File: src/design/host_adapter_pkg.sv
package host_adapter_pkg;

	// apb byte offsets of the emulated task-file registers
	localparam logic [7:0] off_data = 8'h00;
	localparam logic [7:0] off_error_features = 8'h04;
	localparam logic [7:0] off_sector_count = 8'h08;
	localparam logic [7:0] off_lba_low = 8'h0c;
	localparam logic [7:0] off_lba_mid = 8'h10;
	localparam logic [7:0] off_lba_high = 8'h14;
	localparam logic [7:0] off_device = 8'h18;
	localparam logic [7:0] off_status_command = 8'h1c;
	localparam logic [7:0] off_altstat_devctl = 8'h20;
	localparam logic [7:0] off_comreset = 8'h24;
	localparam logic [7:0] off_adapter_state = 8'h28;

	// field positions
	localparam int drive_select_pos = 4;
	localparam int soft_reset_pos = 2;
	localparam int interrupt_disable_pos = 1;
	localparam int busy_status_pos = 7;

	localparam logic [7:0] exec_diag_code = 8'h90;
	localparam logic [7:0] not_selected_status = 8'h00;
	localparam logic [7:0] status_reset_value = 8'h80;
	localparam logic [7:0] zero_byte = 8'h00;

	typedef enum logic [1:0] {
		selected_quiet_state = 2'b00,
		selected_irq_state = 2'b01,
		other_drive_state = 2'b11
	} adapter_state_e;

	// shadow command and control blocks
	typedef struct packed {
		logic [7:0] features;
		logic [7:0] error;
		logic [7:0] sector_count;
		logic [7:0] lba_low;
		logic [7:0] lba_mid;
		logic [7:0] lba_high;
		logic [7:0] device;
		logic [7:0] status;
		logic [7:0] command;
		logic [7:0] control;
	} shadow_s;

	// host-to-device register frame request
	typedef struct packed {
		logic valid;
		logic command_flag;
		shadow_s blocks;
	} h2d_req_s;

	// device-to-host register content from the transport
	typedef struct packed {
		logic valid;
		logic irq_flag;
		logic [7:0] error;
		logic [7:0] sector_count;
		logic [7:0] lba_low;
		logic [7:0] lba_mid;
		logic [7:0] lba_high;
		logic [7:0] device;
		logic [7:0] status;
	} d2h_reg_s;

endpackage

File: src/design/host_adapter.sv
`timescale 1ns/1ps

// Behaviour
// selected quiet state keeps interrupt low
// selected irq state holds interrupt high
// flagged content, enabled: set pending, raise
// devctl write no reset, pending, enabled: frame, stay
// devctl reset: busy, clear pending, frame, quiet
// command write: busy, clear pending, frame C1
// device write selecting drive 1: not-selected
// status read clears pending, goes quiet
// other accesses leave irq state alone
// transport content loads shadows, stays irq
// not-selected keeps interrupt low
// comreset: busy, drive 0, clear pending
// devctl no reset: frame C0, stay
// devctl reset: busy, drive 0, frame, quiet
// other commands ignored while not-selected
// diagnostic: busy, drive 0, frame C1
// device write drive 0 picks selected state
// other writes only load shadows while not-selected
// status reads 00h, others read shadows
// transport content loads shadows, stays
// drive reports pending via irq flag
// sent frames carry interrupt disable zero
// reset: quiet state, pending clear
// interrupt registered from next-state decode
module host_adapter
	import host_adapter_pkg::*;
(
	// clock and reset
	input wire logic ref_clk_i,
	input wire logic rst_i,
	// apb slave
	input wire logic psel_i,
	input wire logic penable_i,
	input wire logic pwrite_i,
	input wire logic [7:0] paddr_i,
	input wire logic [31:0] pwdata_i,
	output logic [31:0] prdata_o,
	output logic pready_o,
	output logic pslverr_o,
	// transport and link side
	input wire d2h_reg_s d2h_i,
	output h2d_req_s h2d_o,
	output logic comreset_o,
	// host interrupt
	output logic host_interrupt_line_o
);

	adapter_state_e state;
	adapter_state_e next_state;
	shadow_s shadow;
	logic irq_pending_flag;
	logic next_pending;
	logic access;
	logic wr;
	logic rd;
	logic [7:0] wbyte;
	logic mapped;
	logic [7:0] read_byte;

	////////////////////////////////////////////////////////////////////////
	// bus decode: every access completes in its first access cycle

	assign access = psel_i && penable_i;
	assign wr = access && pwrite_i;
	assign rd = access && !pwrite_i;
	assign wbyte = pwdata_i[7:0];

	always_comb begin
		mapped = 1'b1;
		read_byte = zero_byte;
		case (paddr_i)
			off_error_features: read_byte = shadow.error;
			off_sector_count: read_byte = shadow.sector_count;
			off_lba_low: read_byte = shadow.lba_low;
			off_lba_mid: read_byte = shadow.lba_mid;
			off_lba_high: read_byte = shadow.lba_high;
			off_device: read_byte = shadow.device;
			off_status_command: read_byte = shadow.status;
			off_altstat_devctl: read_byte = shadow.status;
			off_adapter_state: read_byte = {5'h00, irq_pending_flag, state};
			off_data, off_comreset: read_byte = zero_byte;
			default: mapped = 1'b0;
		endcase
		// status and alternate status hide the other drive
		if (state == other_drive_state && (paddr_i == off_status_command ||
			paddr_i == off_altstat_devctl)) begin
			read_byte = not_selected_status;
		end
	end

	always_ff @(posedge ref_clk_i or posedge rst_i) begin
		if (rst_i) begin
			pready_o <= 1'b0;
			pslverr_o <= 1'b0;
			prdata_o <= 32'h0000_0000;
		end else begin
			pready_o <= psel_i && !penable_i;
			pslverr_o <= psel_i && !penable_i && !mapped;
			if (psel_i && !penable_i && !pwrite_i) begin
				prdata_o <= {24'h00_0000, read_byte};
			end
		end
	end

	// the access phase completes one cycle after setup, on pready
	logic done;
	logic dc_wr;
	logic cmd_wr;
	logic dev_wr;
	logic cr_wr;
	logic stat_rd;
	logic other_acc;
	assign done = access && pready_o && mapped;
	assign dc_wr = done && pwrite_i && paddr_i == off_altstat_devctl;
	assign cmd_wr = done && pwrite_i && paddr_i == off_status_command;
	assign dev_wr = done && pwrite_i && paddr_i == off_device;
	assign cr_wr = done && pwrite_i && paddr_i == off_comreset;
	assign stat_rd = done && rd && paddr_i == off_status_command;
	assign other_acc = done && !dc_wr && !cmd_wr && !dev_wr && !cr_wr &&
		!stat_rd;

	////////////////////////////////////////////////////////////////////////
	// adapter state machine; mapped host accesses, except status reads outside the irq state, take
	// priority over transport content arriving in the same cycle, which is then applied to shadows

	logic dc_interrupt_disable_bit;
	logic dc_soft_reset_bit;
	logic sel_one;
	assign dc_interrupt_disable_bit = wbyte[interrupt_disable_pos];
	assign dc_soft_reset_bit = wbyte[soft_reset_pos];
	assign sel_one = wbyte[drive_select_pos];

	always_comb begin
		next_state = state;
		next_pending = irq_pending_flag;
		if (cr_wr) begin
			next_state = selected_quiet_state;
			next_pending = 1'b0;
		end else if (dc_wr && dc_soft_reset_bit) begin
			next_state = selected_quiet_state;
			next_pending = 1'b0;
		end else if (dc_wr) begin
			if (state != other_drive_state) begin
				// irq state only survives with interrupts enabled; pending is kept either way
				next_state = (!dc_interrupt_disable_bit && irq_pending_flag) ?
					selected_irq_state : selected_quiet_state;
			end
		end else if (cmd_wr) begin
			if (state != other_drive_state || wbyte == exec_diag_code) begin
				next_state = selected_quiet_state;
				next_pending = 1'b0;
			end
		end else if (dev_wr) begin
			if (sel_one) begin
				next_state = other_drive_state;
			end else if (state == other_drive_state) begin
				next_state = (!shadow.control[interrupt_disable_pos] &&
					irq_pending_flag) ? selected_irq_state :
					selected_quiet_state;
			end
		end else if (stat_rd && state == selected_irq_state) begin
			next_state = selected_quiet_state;
			next_pending = 1'b0;
		end else if (other_acc) begin
			next_state = state;
		end else if (d2h_i.valid && d2h_i.irq_flag &&
			state != other_drive_state) begin
			next_pending = 1'b1;
			if (!shadow.control[interrupt_disable_pos]) begin
				next_state = selected_irq_state;
			end
		end else if (d2h_i.valid && d2h_i.irq_flag) begin
			next_pending = 1'b1;
		end
	end

	always_ff @(posedge ref_clk_i or posedge rst_i) begin
		if (rst_i) begin
			state <= selected_quiet_state;
			irq_pending_flag <= 1'b0;
		end else begin
			state <= next_state;
			irq_pending_flag <= next_pending;
		end
	end

	// interrupt registered from the next-state decode, in step with the state register
	always_ff @(posedge ref_clk_i or posedge rst_i) begin
		if (rst_i) begin
			host_interrupt_line_o <= 1'b0;
		end else begin
			host_interrupt_line_o <= next_state == selected_irq_state;
		end
	end

	////////////////////////////////////////////////////////////////////////
	// shadow blocks

	always_ff @(posedge ref_clk_i or posedge rst_i) begin
		if (rst_i) begin
			shadow <= '0;
			shadow.status <= status_reset_value;
		end else begin
			if (d2h_i.valid) begin
				shadow.error <= d2h_i.error;
				shadow.sector_count <= d2h_i.sector_count;
				shadow.lba_low <= d2h_i.lba_low;
				shadow.lba_mid <= d2h_i.lba_mid;
				shadow.lba_high <= d2h_i.lba_high;
				shadow.device <= d2h_i.device;
				shadow.status <= d2h_i.status;
			end
			if (done && pwrite_i) begin
				case (paddr_i)
					off_error_features: shadow.features <= wbyte;
					off_sector_count: shadow.sector_count <= wbyte;
					off_lba_low: shadow.lba_low <= wbyte;
					off_lba_mid: shadow.lba_mid <= wbyte;
					off_lba_high: shadow.lba_high <= wbyte;
					off_device: shadow.device <= wbyte;
					off_altstat_devctl: shadow.control <= wbyte;
					off_status_command: begin
						if (state != other_drive_state ||
							wbyte == exec_diag_code) begin
							shadow.command <= wbyte;
						end
					end
					default: shadow.control <= shadow.control;
				endcase
			end
			if (cr_wr || (dc_wr && dc_soft_reset_bit) || (cmd_wr &&
				(state != other_drive_state || wbyte == exec_diag_code))) begin
				shadow.status[busy_status_pos] <= 1'b1;
			end
			if ((state == other_drive_state) && (cr_wr ||
				(dc_wr && dc_soft_reset_bit) || (cmd_wr && wbyte == exec_diag_code))) begin
				shadow.device[drive_select_pos] <= 1'b0;
			end
		end
	end

	////////////////////////////////////////////////////////////////////////
	// outgoing frame and comreset requests, one-cycle pulses

	shadow_s frame_blocks;
	always_comb begin
		frame_blocks = shadow;
		if (dc_wr) begin
			frame_blocks.control = wbyte;
		end
		if (cmd_wr) begin
			frame_blocks.command = wbyte;
		end
		// a plain devctl frame while not-selected carries the shadows as-is
		if (state == other_drive_state && !(dc_wr && !dc_soft_reset_bit)) begin
			frame_blocks.device[drive_select_pos] = 1'b0;
		end
		frame_blocks.control[interrupt_disable_pos] = 1'b0;
	end

	always_ff @(posedge ref_clk_i or posedge rst_i) begin
		if (rst_i) begin
			h2d_o <= '0;
			comreset_o <= 1'b0;
		end else begin
			comreset_o <= cr_wr;
			h2d_o.blocks <= frame_blocks;
			h2d_o.valid <= dc_wr || (cmd_wr && (state != other_drive_state ||
				wbyte == exec_diag_code));
			h2d_o.command_flag <= cmd_wr;
		end
	end

	////////////////////////////////////////////////////////////////////////
	// checks

	not_sel_quiet_a: assert property (@(posedge ref_clk_i) disable iff (rst_i)
		state != selected_irq_state |=> !host_interrupt_line_o || state ==
		selected_irq_state) else $error("interrupt outside irq state");
	irq_held_a: assert property (@(posedge ref_clk_i) disable iff (rst_i)
		state == selected_irq_state |-> host_interrupt_line_o)
		else $error("interrupt low in irq state");
	dev_one_a: assert property (@(posedge ref_clk_i) disable iff (rst_i)
		dev_wr && sel_one |=> state == other_drive_state && !h2d_o.valid)
		else $error("drive 1 select failed");
	status_clear_a: assert property (@(posedge ref_clk_i) disable iff (rst_i)
		stat_rd && state == selected_irq_state && !cr_wr |=>
		!irq_pending_flag && !host_interrupt_line_o)
		else $error("status read kept interrupt");
	cmd_frame_a: assert property (@(posedge ref_clk_i) disable iff (rst_i)
		cmd_wr && state != other_drive_state |=> h2d_o.valid &&
		h2d_o.command_flag && shadow.status[busy_status_pos])
		else $error("command frame missing");
	soft_reset_bit_frame_a: assert property (@(posedge ref_clk_i) disable iff (rst_i)
		dc_wr && dc_soft_reset_bit |=> h2d_o.valid && !h2d_o.command_flag &&
		state == selected_quiet_state && !irq_pending_flag)
		else $error("soft reset handling wrong");
	interrupt_disable_bit_zero_a: assert property (@(posedge ref_clk_i) disable iff (rst_i)
		h2d_o.valid |-> !h2d_o.blocks.control[interrupt_disable_pos])
		else $error("frame sent with interrupt disable");
	comreset_a: assert property (@(posedge ref_clk_i) disable iff (rst_i)
		cr_wr |=> comreset_o && state == selected_quiet_state &&
		!irq_pending_flag) else $error("comreset handling wrong");
	notsel_cmd_a: assert property (@(posedge ref_clk_i) disable iff (rst_i)
		cmd_wr && state == other_drive_state && wbyte != exec_diag_code |=>
		!h2d_o.valid && state == other_drive_state)
		else $error("ignored command acted");

	// quiet and not-selected states never show an interrupt
	quiet_low_a: assert property (@(posedge ref_clk_i)
		disable iff (rst_i)
		state == selected_quiet_state |-> !host_interrupt_line_o)
		else $error("interrupt high in quiet state");
	other_low_a: assert property (@(posedge ref_clk_i)
		disable iff (rst_i)
		state == other_drive_state |-> !host_interrupt_line_o)
		else $error("interrupt high while not selected");
	masked_flag_a: assert property (@(posedge ref_clk_i)
		disable iff (rst_i)
		d2h_i.valid && d2h_i.irq_flag && !done &&
		state == selected_quiet_state &&
		shadow.control[interrupt_disable_pos] |=>
		state == selected_quiet_state && irq_pending_flag)
		else $error("masked flag handled wrong");
	flag_raise_a: assert property (@(posedge ref_clk_i)
		disable iff (rst_i)
		d2h_i.valid && d2h_i.irq_flag && !done &&
		state == selected_quiet_state &&
		!shadow.control[interrupt_disable_pos] |=>
		state == selected_irq_state && irq_pending_flag)
		else $error("flagged content did not raise");
	devctl_keep_a: assert property (@(posedge ref_clk_i)
		disable iff (rst_i)
		dc_wr && !dc_soft_reset_bit && !dc_interrupt_disable_bit && irq_pending_flag &&
		state == selected_irq_state |=> state == selected_irq_state &&
		h2d_o.valid && !h2d_o.command_flag)
		else $error("devctl write left irq state");
	soft_reset_bit_busy_a: assert property (@(posedge ref_clk_i)
		disable iff (rst_i)
		dc_wr && dc_soft_reset_bit |=> shadow.status[busy_status_pos])
		else $error("soft reset did not set busy");
	irq_other_a: assert property (@(posedge ref_clk_i)
		disable iff (rst_i)
		other_acc && state == selected_irq_state |=>
		state == selected_irq_state && irq_pending_flag)
		else $error("other access changed irq state");
	irq_load_a: assert property (@(posedge ref_clk_i)
		disable iff (rst_i)
		d2h_i.valid && !done && state == selected_irq_state |=>
		state == selected_irq_state &&
		shadow.error == $past(d2h_i.error))
		else $error("content not loaded in irq state");
	other_load_a: assert property (@(posedge ref_clk_i)
		disable iff (rst_i)
		d2h_i.valid && !done && state == other_drive_state |=>
		state == other_drive_state &&
		shadow.lba_mid == $past(d2h_i.lba_mid))
		else $error("content not loaded while not selected");
	notsel_dc_a: assert property (@(posedge ref_clk_i)
		disable iff (rst_i)
		dc_wr && !dc_soft_reset_bit && state == other_drive_state |=>
		state == other_drive_state && h2d_o.valid && !h2d_o.command_flag)
		else $error("devctl frame while not selected wrong");
	diag_wake_a: assert property (@(posedge ref_clk_i)
		disable iff (rst_i)
		cmd_wr && state == other_drive_state && wbyte == exec_diag_code
		|=> state == selected_quiet_state && h2d_o.valid &&
		h2d_o.command_flag && !shadow.device[drive_select_pos] &&
		!irq_pending_flag)
		else $error("diagnostic handling wrong");
	reselect_irq_a: assert property (@(posedge ref_clk_i)
		disable iff (rst_i)
		dev_wr && !sel_one && state == other_drive_state &&
		irq_pending_flag && !shadow.control[interrupt_disable_pos]
		|=> state == selected_irq_state)
		else $error("reselect missed pending interrupt");
	reselect_quiet_a: assert property (@(posedge ref_clk_i)
		disable iff (rst_i)
		dev_wr && !sel_one && state == other_drive_state &&
		!irq_pending_flag |=> state == selected_quiet_state)
		else $error("reselect raised without pending");
	notsel_write_a: assert property (@(posedge ref_clk_i)
		disable iff (rst_i)
		other_acc && state == other_drive_state |=>
		state == other_drive_state && !h2d_o.valid)
		else $error("other write acted while not selected");
	notsel_status_a: assert property (@(posedge ref_clk_i)
		disable iff (rst_i)
		psel_i && !penable_i && !pwrite_i &&
		state == other_drive_state && paddr_i == off_status_command
		|=> prdata_o == {24'h00_0000, not_selected_status})
		else $error("status read not zero while not selected");
	notsel_busy_a: assert property (@(posedge ref_clk_i)
		disable iff (rst_i)
		cmd_wr && state == other_drive_state &&
		wbyte != exec_diag_code && !d2h_i.valid |=>
		shadow.status == $past(shadow.status))
		else $error("ignored command touched busy");
	reset_drive_a: assert property (@(posedge ref_clk_i)
		disable iff (rst_i)
		cr_wr && state == other_drive_state |=>
		!shadow.device[drive_select_pos] &&
		shadow.status[busy_status_pos])
		else $error("comreset left drive 1 selected");

endmodule

File: config.mk
export PLATFORM = sky130hd
export DESIGN_NAME = host_adapter
export DESIGN_NICKNAME = d
export VERILOG_FILES = /design/src/design/host_adapter_pkg.sv /design/src/design/host_adapter.sv
export SDC_FILE = /design/constraint.sdc
export NUM_CORES = 1
export LEC_CHECK = 0
export BUFFER_PORTS_ARGS = -buffer_cell sky130_fd_sc_hd__buf_2
export CAP_MARGIN = 20
export CELL_PAD_IN_SITES_DETAIL_PLACEMENT = 1
export CELL_PAD_IN_SITES_GLOBAL_PLACEMENT = 1
export CORE_ASPECT_RATIO = 2
export CORE_MARGIN = 2
export CORE_UTILIZATION = 35
export DETAILED_ROUTE_END_ITERATION = 12
export PLACE_DENSITY_LB_ADDON = 0.3
export SETUP_SLACK_MARGIN = 0.1
export SYNTH_ARGS = -nofsm -noshare
export SYNTH_HDL_FRONTEND = slang
export SYNTH_SLANG_ARGS = --single-unit
File: constraint.sdc
create_clock -name ref_clk_i -period 8.1 [get_ports ref_clk_i]
set_clock_uncertainty 0.15 [all_clocks]
set_input_delay 0.81 -clock ref_clk_i [delete_from_list [all_inputs] [get_ports ref_clk_i]]
set_output_delay 0.81 -clock ref_clk_i [all_outputs]
set_load 0.01 [all_outputs]
**Yosys cells after proc, flatten, opt, wreduce, memory -nomap -nowiden**

Cells that the tools add are included.

- Bits in registers: 176
- Input bits: 103
- Output and inout port bits: 118

- Equal/unequal tests: 19
- Muxes and demuxes: 40
- Reductions and logical operators: 58

Operators by type and width:

| operator | number |
|---|---|
| 8-bit 2-to-1 mux | 8 |
| 8-bit case mux with 8 select lines | 1 |
| 48-bit 2-to-1 mux | 1 |
| 40-bit 2-to-1 mux | 1 |
| 8-bit by 5-bit == test with 1-bit output (second input constant) | 4 |
| 1-bit logical AND | 31 |
| 2-bit 2-to-1 mux | 13 |
| 8-bit by 6-bit == test with 1-bit output (second input constant) | 3 |
| 8-bit by 4-bit == test with 1-bit output (second input constant) | 2 |
| 1-bit 2-to-1 mux | 16 |
| 1-bit logical NOT | 12 |
| 11-bit OR reduction | 1 |
| 8-bit by 3-bit == test with 1-bit output (second input constant) | 1 |
| 8-bit == test (second input constant) | 1 |
| 8-bit logical NOT | 1 |
| 1-bit logical OR | 6 |
| 6-bit nonzero test | 1 |
| 5-bit by 3-bit inequality test with 1-bit output (second input constant) | 1 |
| 5-bit AND reduction | 1 |
| 2-bit by 1-bit == test with 1-bit output (second input constant) | 2 |
| 4-bit by 1-bit inequality test with 1-bit output (second input constant) | 1 |
| 4-bit by 2-bit inequality test with 1-bit output (second input constant) | 1 |
| 2-bit AND reduction | 2 |
| 3-bit by 1-bit inequality test with 1-bit output (second input constant) | 1 |
| 5 further kinds | 5 |

**Depth between registers and ports, before layout**

- Word-level depth: 20
- Depth in mapped cells: 8
- Gate-level depth less buffers: 6

**Worst setup path before layout**

OpenSTA, ideal clock, no wires.

- Path type: input-to-reg
- Start: in paddr_i[0]
- End: reg host_interrupt_line_o
- Setup time: 120 ps
- Data arrival time: 2601 ps
- Data required time: 7830 ps
- Setup slack: 5230 ps
- Stages: 7
- Path buffers: 1
- Cells stage by stage: buf_2 -> or4_4 -> a211oi_2 -> a31o_2 -> nor4_1 -> or4b_1 -> and3_1

- Word-level cells in the longest chain between the ends: 20
- Elaborated cells between the ends (all ways): 41
- Classes of those cells: eq/ne (11); mux (8); reduce/logical (22)

Ends and longest elaborated chain:

| item | line | text |
|---|---|---|
| start: declaration | host_adapter.sv:38 | `input wire logic [7:0] paddr_i,` |
| 8-bit by 6-bit == test with 1-bit output, or another cell as far along | host_adapter.sv:74, host_adapter.sv:117 |  |
| 11-bit OR reduction (no line) | -- |  |
| 1-bit 2-to-1 mux | host_adapter.sv:74 | `case (paddr_i)` |
| 1-bit logical AND | host_adapter.sv:116 | `assign done = access && pready_o && mapped;` |
| 1-bit logical AND | -- |  |
| 1-bit logical AND | host_adapter.sv:117 | `assign dc_wr = done && pwrite_i && paddr_i == off_altstat_devctl;` |
| 1-bit logical NOT | host_adapter.sv:122 | `assign other_acc = done && !dc_wr && !cmd_wr && !dev_wr && !cr_wr &&` |
| 1-bit logical AND (5 in series) | host_adapter.sv:122 |  |
| 2-bit 2-to-1 mux | host_adapter.sv:167 | `end else if (other_acc) begin` |
| 2-bit 2-to-1 mux | host_adapter.sv:164 | `end else if (stat_rd && state == selected_irq_state) begin` |
| 2-bit 2-to-1 mux | host_adapter.sv:156 | `end else if (dev_wr) begin` |
| 2-bit 2-to-1 mux | host_adapter.sv:151 | `end else if (cmd_wr) begin` |
| 2-bit 2-to-1 mux | host_adapter.sv:145 | `end else if (dc_wr) begin` |
| 2-bit 2-to-1 mux | host_adapter.sv:142 | `end else if (dc_wr && dc_soft_reset_bit) begin` |
| 2-bit 2-to-1 mux * | host_adapter.sv:139 | `if (cr_wr) begin` |
| 2-bit by 1-bit == test with 1-bit output * | host_adapter.sv:195 | `host_interrupt_line_o <= next_state == selected_irq_state;` |
| end signal: assignment | host_adapter.sv:195 |  |
| end: declaration | host_adapter.sv:48 | `output logic host_interrupt_line_o` |

Mark *: on every way between the ends. The rest lies on a longest branch, timed or not.
A chain may end at the register's enable or synchronous reset.

**Final worst setup path**

- Start: in paddr_i[2]
- End: reg shadow (netlist bit frame_blocks[39])

- Word-level cells in the longest chain between the ends: 6
- Elaborated cells between the ends (all ways): 17
- Classes of those cells: eq/ne (10); mux (3); reduce/logical (4)

Ends and longest elaborated chain:

| item | line | text |
|---|---|---|
| 8-bit by 6-bit == test with 1-bit output, or another cell as far along | host_adapter.sv:74 |  |
| 11-bit OR reduction (no line) | -- |  |
| 1-bit 2-to-1 mux | host_adapter.sv:74 |  |
| 1-bit logical AND | host_adapter.sv:116 |  |
| 1-bit logical AND | host_adapter.sv:216 | `if (done && pwrite_i) begin` |
| 40-bit 2-to-1 mux * | host_adapter.sv:216 |  |
| end: declaration | host_adapter.sv:53 | `shadow_s shadow;` |

Marked as above.

==> flow_summary_export.csv <==
group,metric,value,unit
final_layout,final_area,8850,µm²
synthesis,synth_cell_types,52,
worst_setup_path,crit_start,"paddr_i[2]",
clocking,root_buffer,"clkbuf_16",
timing,fin_setup_tns,0,ps
timing,hold_viol,0,
synthesis,synth_edf_count,0,
global_routing,grt_pass1_vias,5823,
place,dp_hpwl,16000,µm
worst_setup_path,reg2reg_setup_slack,5410,ps
floorplan,core,20300,µm²
timing,rsz0062_at_grt,"false",
drt,route.detailed.drc,0,
hold_path,worstHoldPathCells,0,
power,ir_drop,0.123,mV
clocking,htreeDepth,4,
synthesis,synthArstFlopShare,100,%
clocking,hold_buffers,0,
clocking,clk-insertion-delay-late,440,ps
status,status,"complete, no violations",
power,switching_power,0.511,mW
place,io_buffers,171,
clocking,cts_buffer_depth,2,
worst_setup_path,critPathMaxStageDelay,740,ps
floorplan,rows,74,
power,pwr-share-seq,46.6,%
worst_setup_path,r2r_cells,5,
worst_setup_path,cp_max_fo,30,
drt,firstDrtPassIters,4,
worst_setup_path,cp.arrival,3570,ps
drt,routedWlPerCell,21.5,µm
drt,totalWireLength,22300,µm
floorplan,start_util,35.5,%
worst_setup_path,crit_path_cell_trace,"buf_2 -> inv_1 -> nor2_1 -> nand4_1 -> nor2_1 -> a21oi_1",
place,routabilityCongestion,0.907,
synthesis,yosysSeqAreaShare,61.2,%
synthesis,synthTopCellsByCount,"175 x dfrtp_1, 56 x nand2_1, 49 x mux2i_1",
timing,post-route-min-period,3430,ps
clocking,cts.sinks,176,
clocking,cts_tree,"yes",
drt,first_iter_violations,165,
synthesis,yosysMostFrequentCell,"dfrtp_1",
power,p_comb_share,8.8,%
final_layout,fin_util,43.6,%
drt,vias_per_cell,5.09,
power,p_total,2.09,mW
worst_setup_path,end_kind,"flip-flop",
synthesis,synth.area.top_cells,"dfrtp_1 61%, mux2i_1 6.8%, mux2_2 6.1%",
final_layout,drive_above_1_share,34.7,%
synthesis,synth_flop_cell,"dfrtp_1",
place,post_dp_cell_area,8160,µm²
global_routing,grt.overflow.total,0,
hold_path,holdPathEnd,"h2d_o[72]$_DFF_PP0_",
synthesis,synth_seq_cells,176,
synthesis,syn_area,7200,µm²
clocking,path_clk_slew,70,ps
timing,report.final.slew_viol_count,0,
global_routing,antenna_found_initial,1,
worst_setup_path,crit_top_cell,"nor2_1",
final_layout,layout.nets,860,
hold_path,hold_class,"flip-flop to flip-flop",
synthesis,synth_warnings,0,
power,clkPwrFrac,44.6,%
floorplan,die_h,207,µm
drt,ant_nets,0,
timing,tightest_slew,998,ps
clocking,numCtsBuffers,17,
floorplan,io_pins,221,
clocking,cts-resized-gates,0,
power,p_int,1.58,mW
power,p_per_area,236,nW/µm²
hold_path,hold_path.startpoint,"frame_blocks[72]$_DFFE_PP0P_",
worst_setup_path,r2r_start,"pready_o$_DFF_PP0_",
timing,relSlewSlack,33.5,%
flow_run,cap_violations,0,
floorplan,die_area,21800,µm²
power,p_leak,4.32,nW
worst_setup_path,cp-start-kind,"input port",
global_routing,grtUsageTotal,20.8,%
synthesis,yosys.area.top_type,"dfrtp_1",
floorplan,die_w,105,µm
synthesis,synth_top_area_share,60.8,%
synthesis,syn-instance-count,602,
timing,holdWs,225,ps
power,netSwitchingFraction,24.4,%
synthesis,avgSynthCellArea,12.0,µm²
drt,vias,5274,
global_routing,grt_max_degree,107,
worst_setup_path,cp_slowest_cell,"nand4_1",
worst_setup_path,crit_required,8240,ps
clocking,post_cts_buffers,0,
global_routing,grt_pass1_wl,33500,µm
worst_setup_path,worst-setup-path-type,"input port to flip-flop",
timing,finalSetupViolCount,0,
worst_setup_path,worstReg2RegEnd,"host_interrupt_line_o$_DFF_PP0_",
final_layout,syn_to_final_growth,22.8,%
timing,max_freq,292,MHz
timing,timing.final.crit_share,42.3,%
## power by group through the flow
| stage | Clock, mW | Combinational (mW) | Sequential (mW) |
|---|---|---|---|
| after floorplan | 0 | 0.0989 | 0.991 |
| after global placement | 0 | 0.181 | 0.986 |
| after detailed placement | 0 | 0.186 | 0.989 |
| after CTS | 0.952 | 0.187 | 0.974 |
| after global routing | 0.982 | 0.200 | 0.979 |
| final | 0.931 | 0.185 | 0.973 |
## metal layers
layer / share of wire [%] / routed length [µm] / vias to the layer above / global-route usage (%)
li1: - / - / 2383 / -
met1: 36 / 8080 / 2648 / 21.5
met2: 54 / 12100 / 192 / 38.1
met3: 4.8 / 1060 / 51 / 4.90
met4: 4.7 / 1040 / 0 / 12.0
met5: 0 / 0 / - / 0
## cell type report
| class | instances | area (µm²) |
|---|---|---|
| repair buffers | 175 | 892 |
| inverters | 6 | 27.5 |
| fillers | 2241 | 11400 |
| multi-input cells | 381 | 2510 |
| flip-flops and latches | 176 | 4410 |
| well taps | 266 | 333 |
| diodes | 1 | 2.50 |
| clock buffers | 19 | 453 |
| clock inverters | 13 | 221 |
## worst max path at each step
stage / depth (start not counted) / endpoint / slack, ps
after floorplan: 1 / comreset_o$_DFF_PP0_ / 2370
after global routing: 6 / frame_blocks[39]$_DFF_PP0_ / 4420
final: 6 / frame_blocks[39]$_DFF_PP0_ / 4670
after CTS: 5 / frame_blocks[77]$_DFFE_PP0P_ / 4680
after global placement: 5 / frame_blocks[77]$_DFFE_PP0P_ / 4180
after detailed placement: 5 / frame_blocks[77]$_DFFE_PP0P_ / 4180
## registers in the layout, indices dropped and copies added (netlist names), 2 cells and up
register      count
h2d_o            81
frame_blocks     63
shadow           17
prdata_o          8
state             2
## through the flow
step	setup WS, ps	cells
after floorplan	2370	626
after global placement	4180	1003
after detailed placement	4180	1003
after CTS	4680	1035
after global routing	4420	1037
final	4670	1037
## worst max-delay path: cells and delay by family
| family | cells | cell delay [ps] |
|---|---|---|
| buffers and inverters | 2 | 900 |
| AOI/OAI and AO/OA | 1 | 60 |
| and+or+nand+nor | 3 | 1760 |
## placed cells by master, fill, tap and decap left out, types with 5 or more instances in the layout
| cell | count |
|---|---|
| nand3_1 | 11 |
| nand4_1 | 8 |
| and3_1 | 7 |
| or4b_2 | 5 |
| a22o_1 | 5 |
| nand2_1 | 56 |
| o21ai_0 | 31 |
| mux2i_1 | 49 |
| nor2_1 | 39 |
| a22oi_1 | 5 |
| o22ai_1 | 5 |
| a221oi_1 | 6 |
| inv_1 | 5 |
| clkbuf_16 | 17 |
| dfrtp_1 | 175 |
| mux2_2 | 39 |
| conb_1 | 25 |
| bufinv_16 | 5 |
| buf_2 | 170 |
| a21oi_1 | 40 |
## logic make-up after synthesis
kind of cell / synth area share [%]
flip-flops: 61.2
multiplexers: 12.9
AO/OA/AOI/OAI: 8.91
AND/OR/NAND/NOR: 11.8
buffers and inverters: 5.19
other: 0.0521
Note: power is estimated with default switching activity, not from simulation.
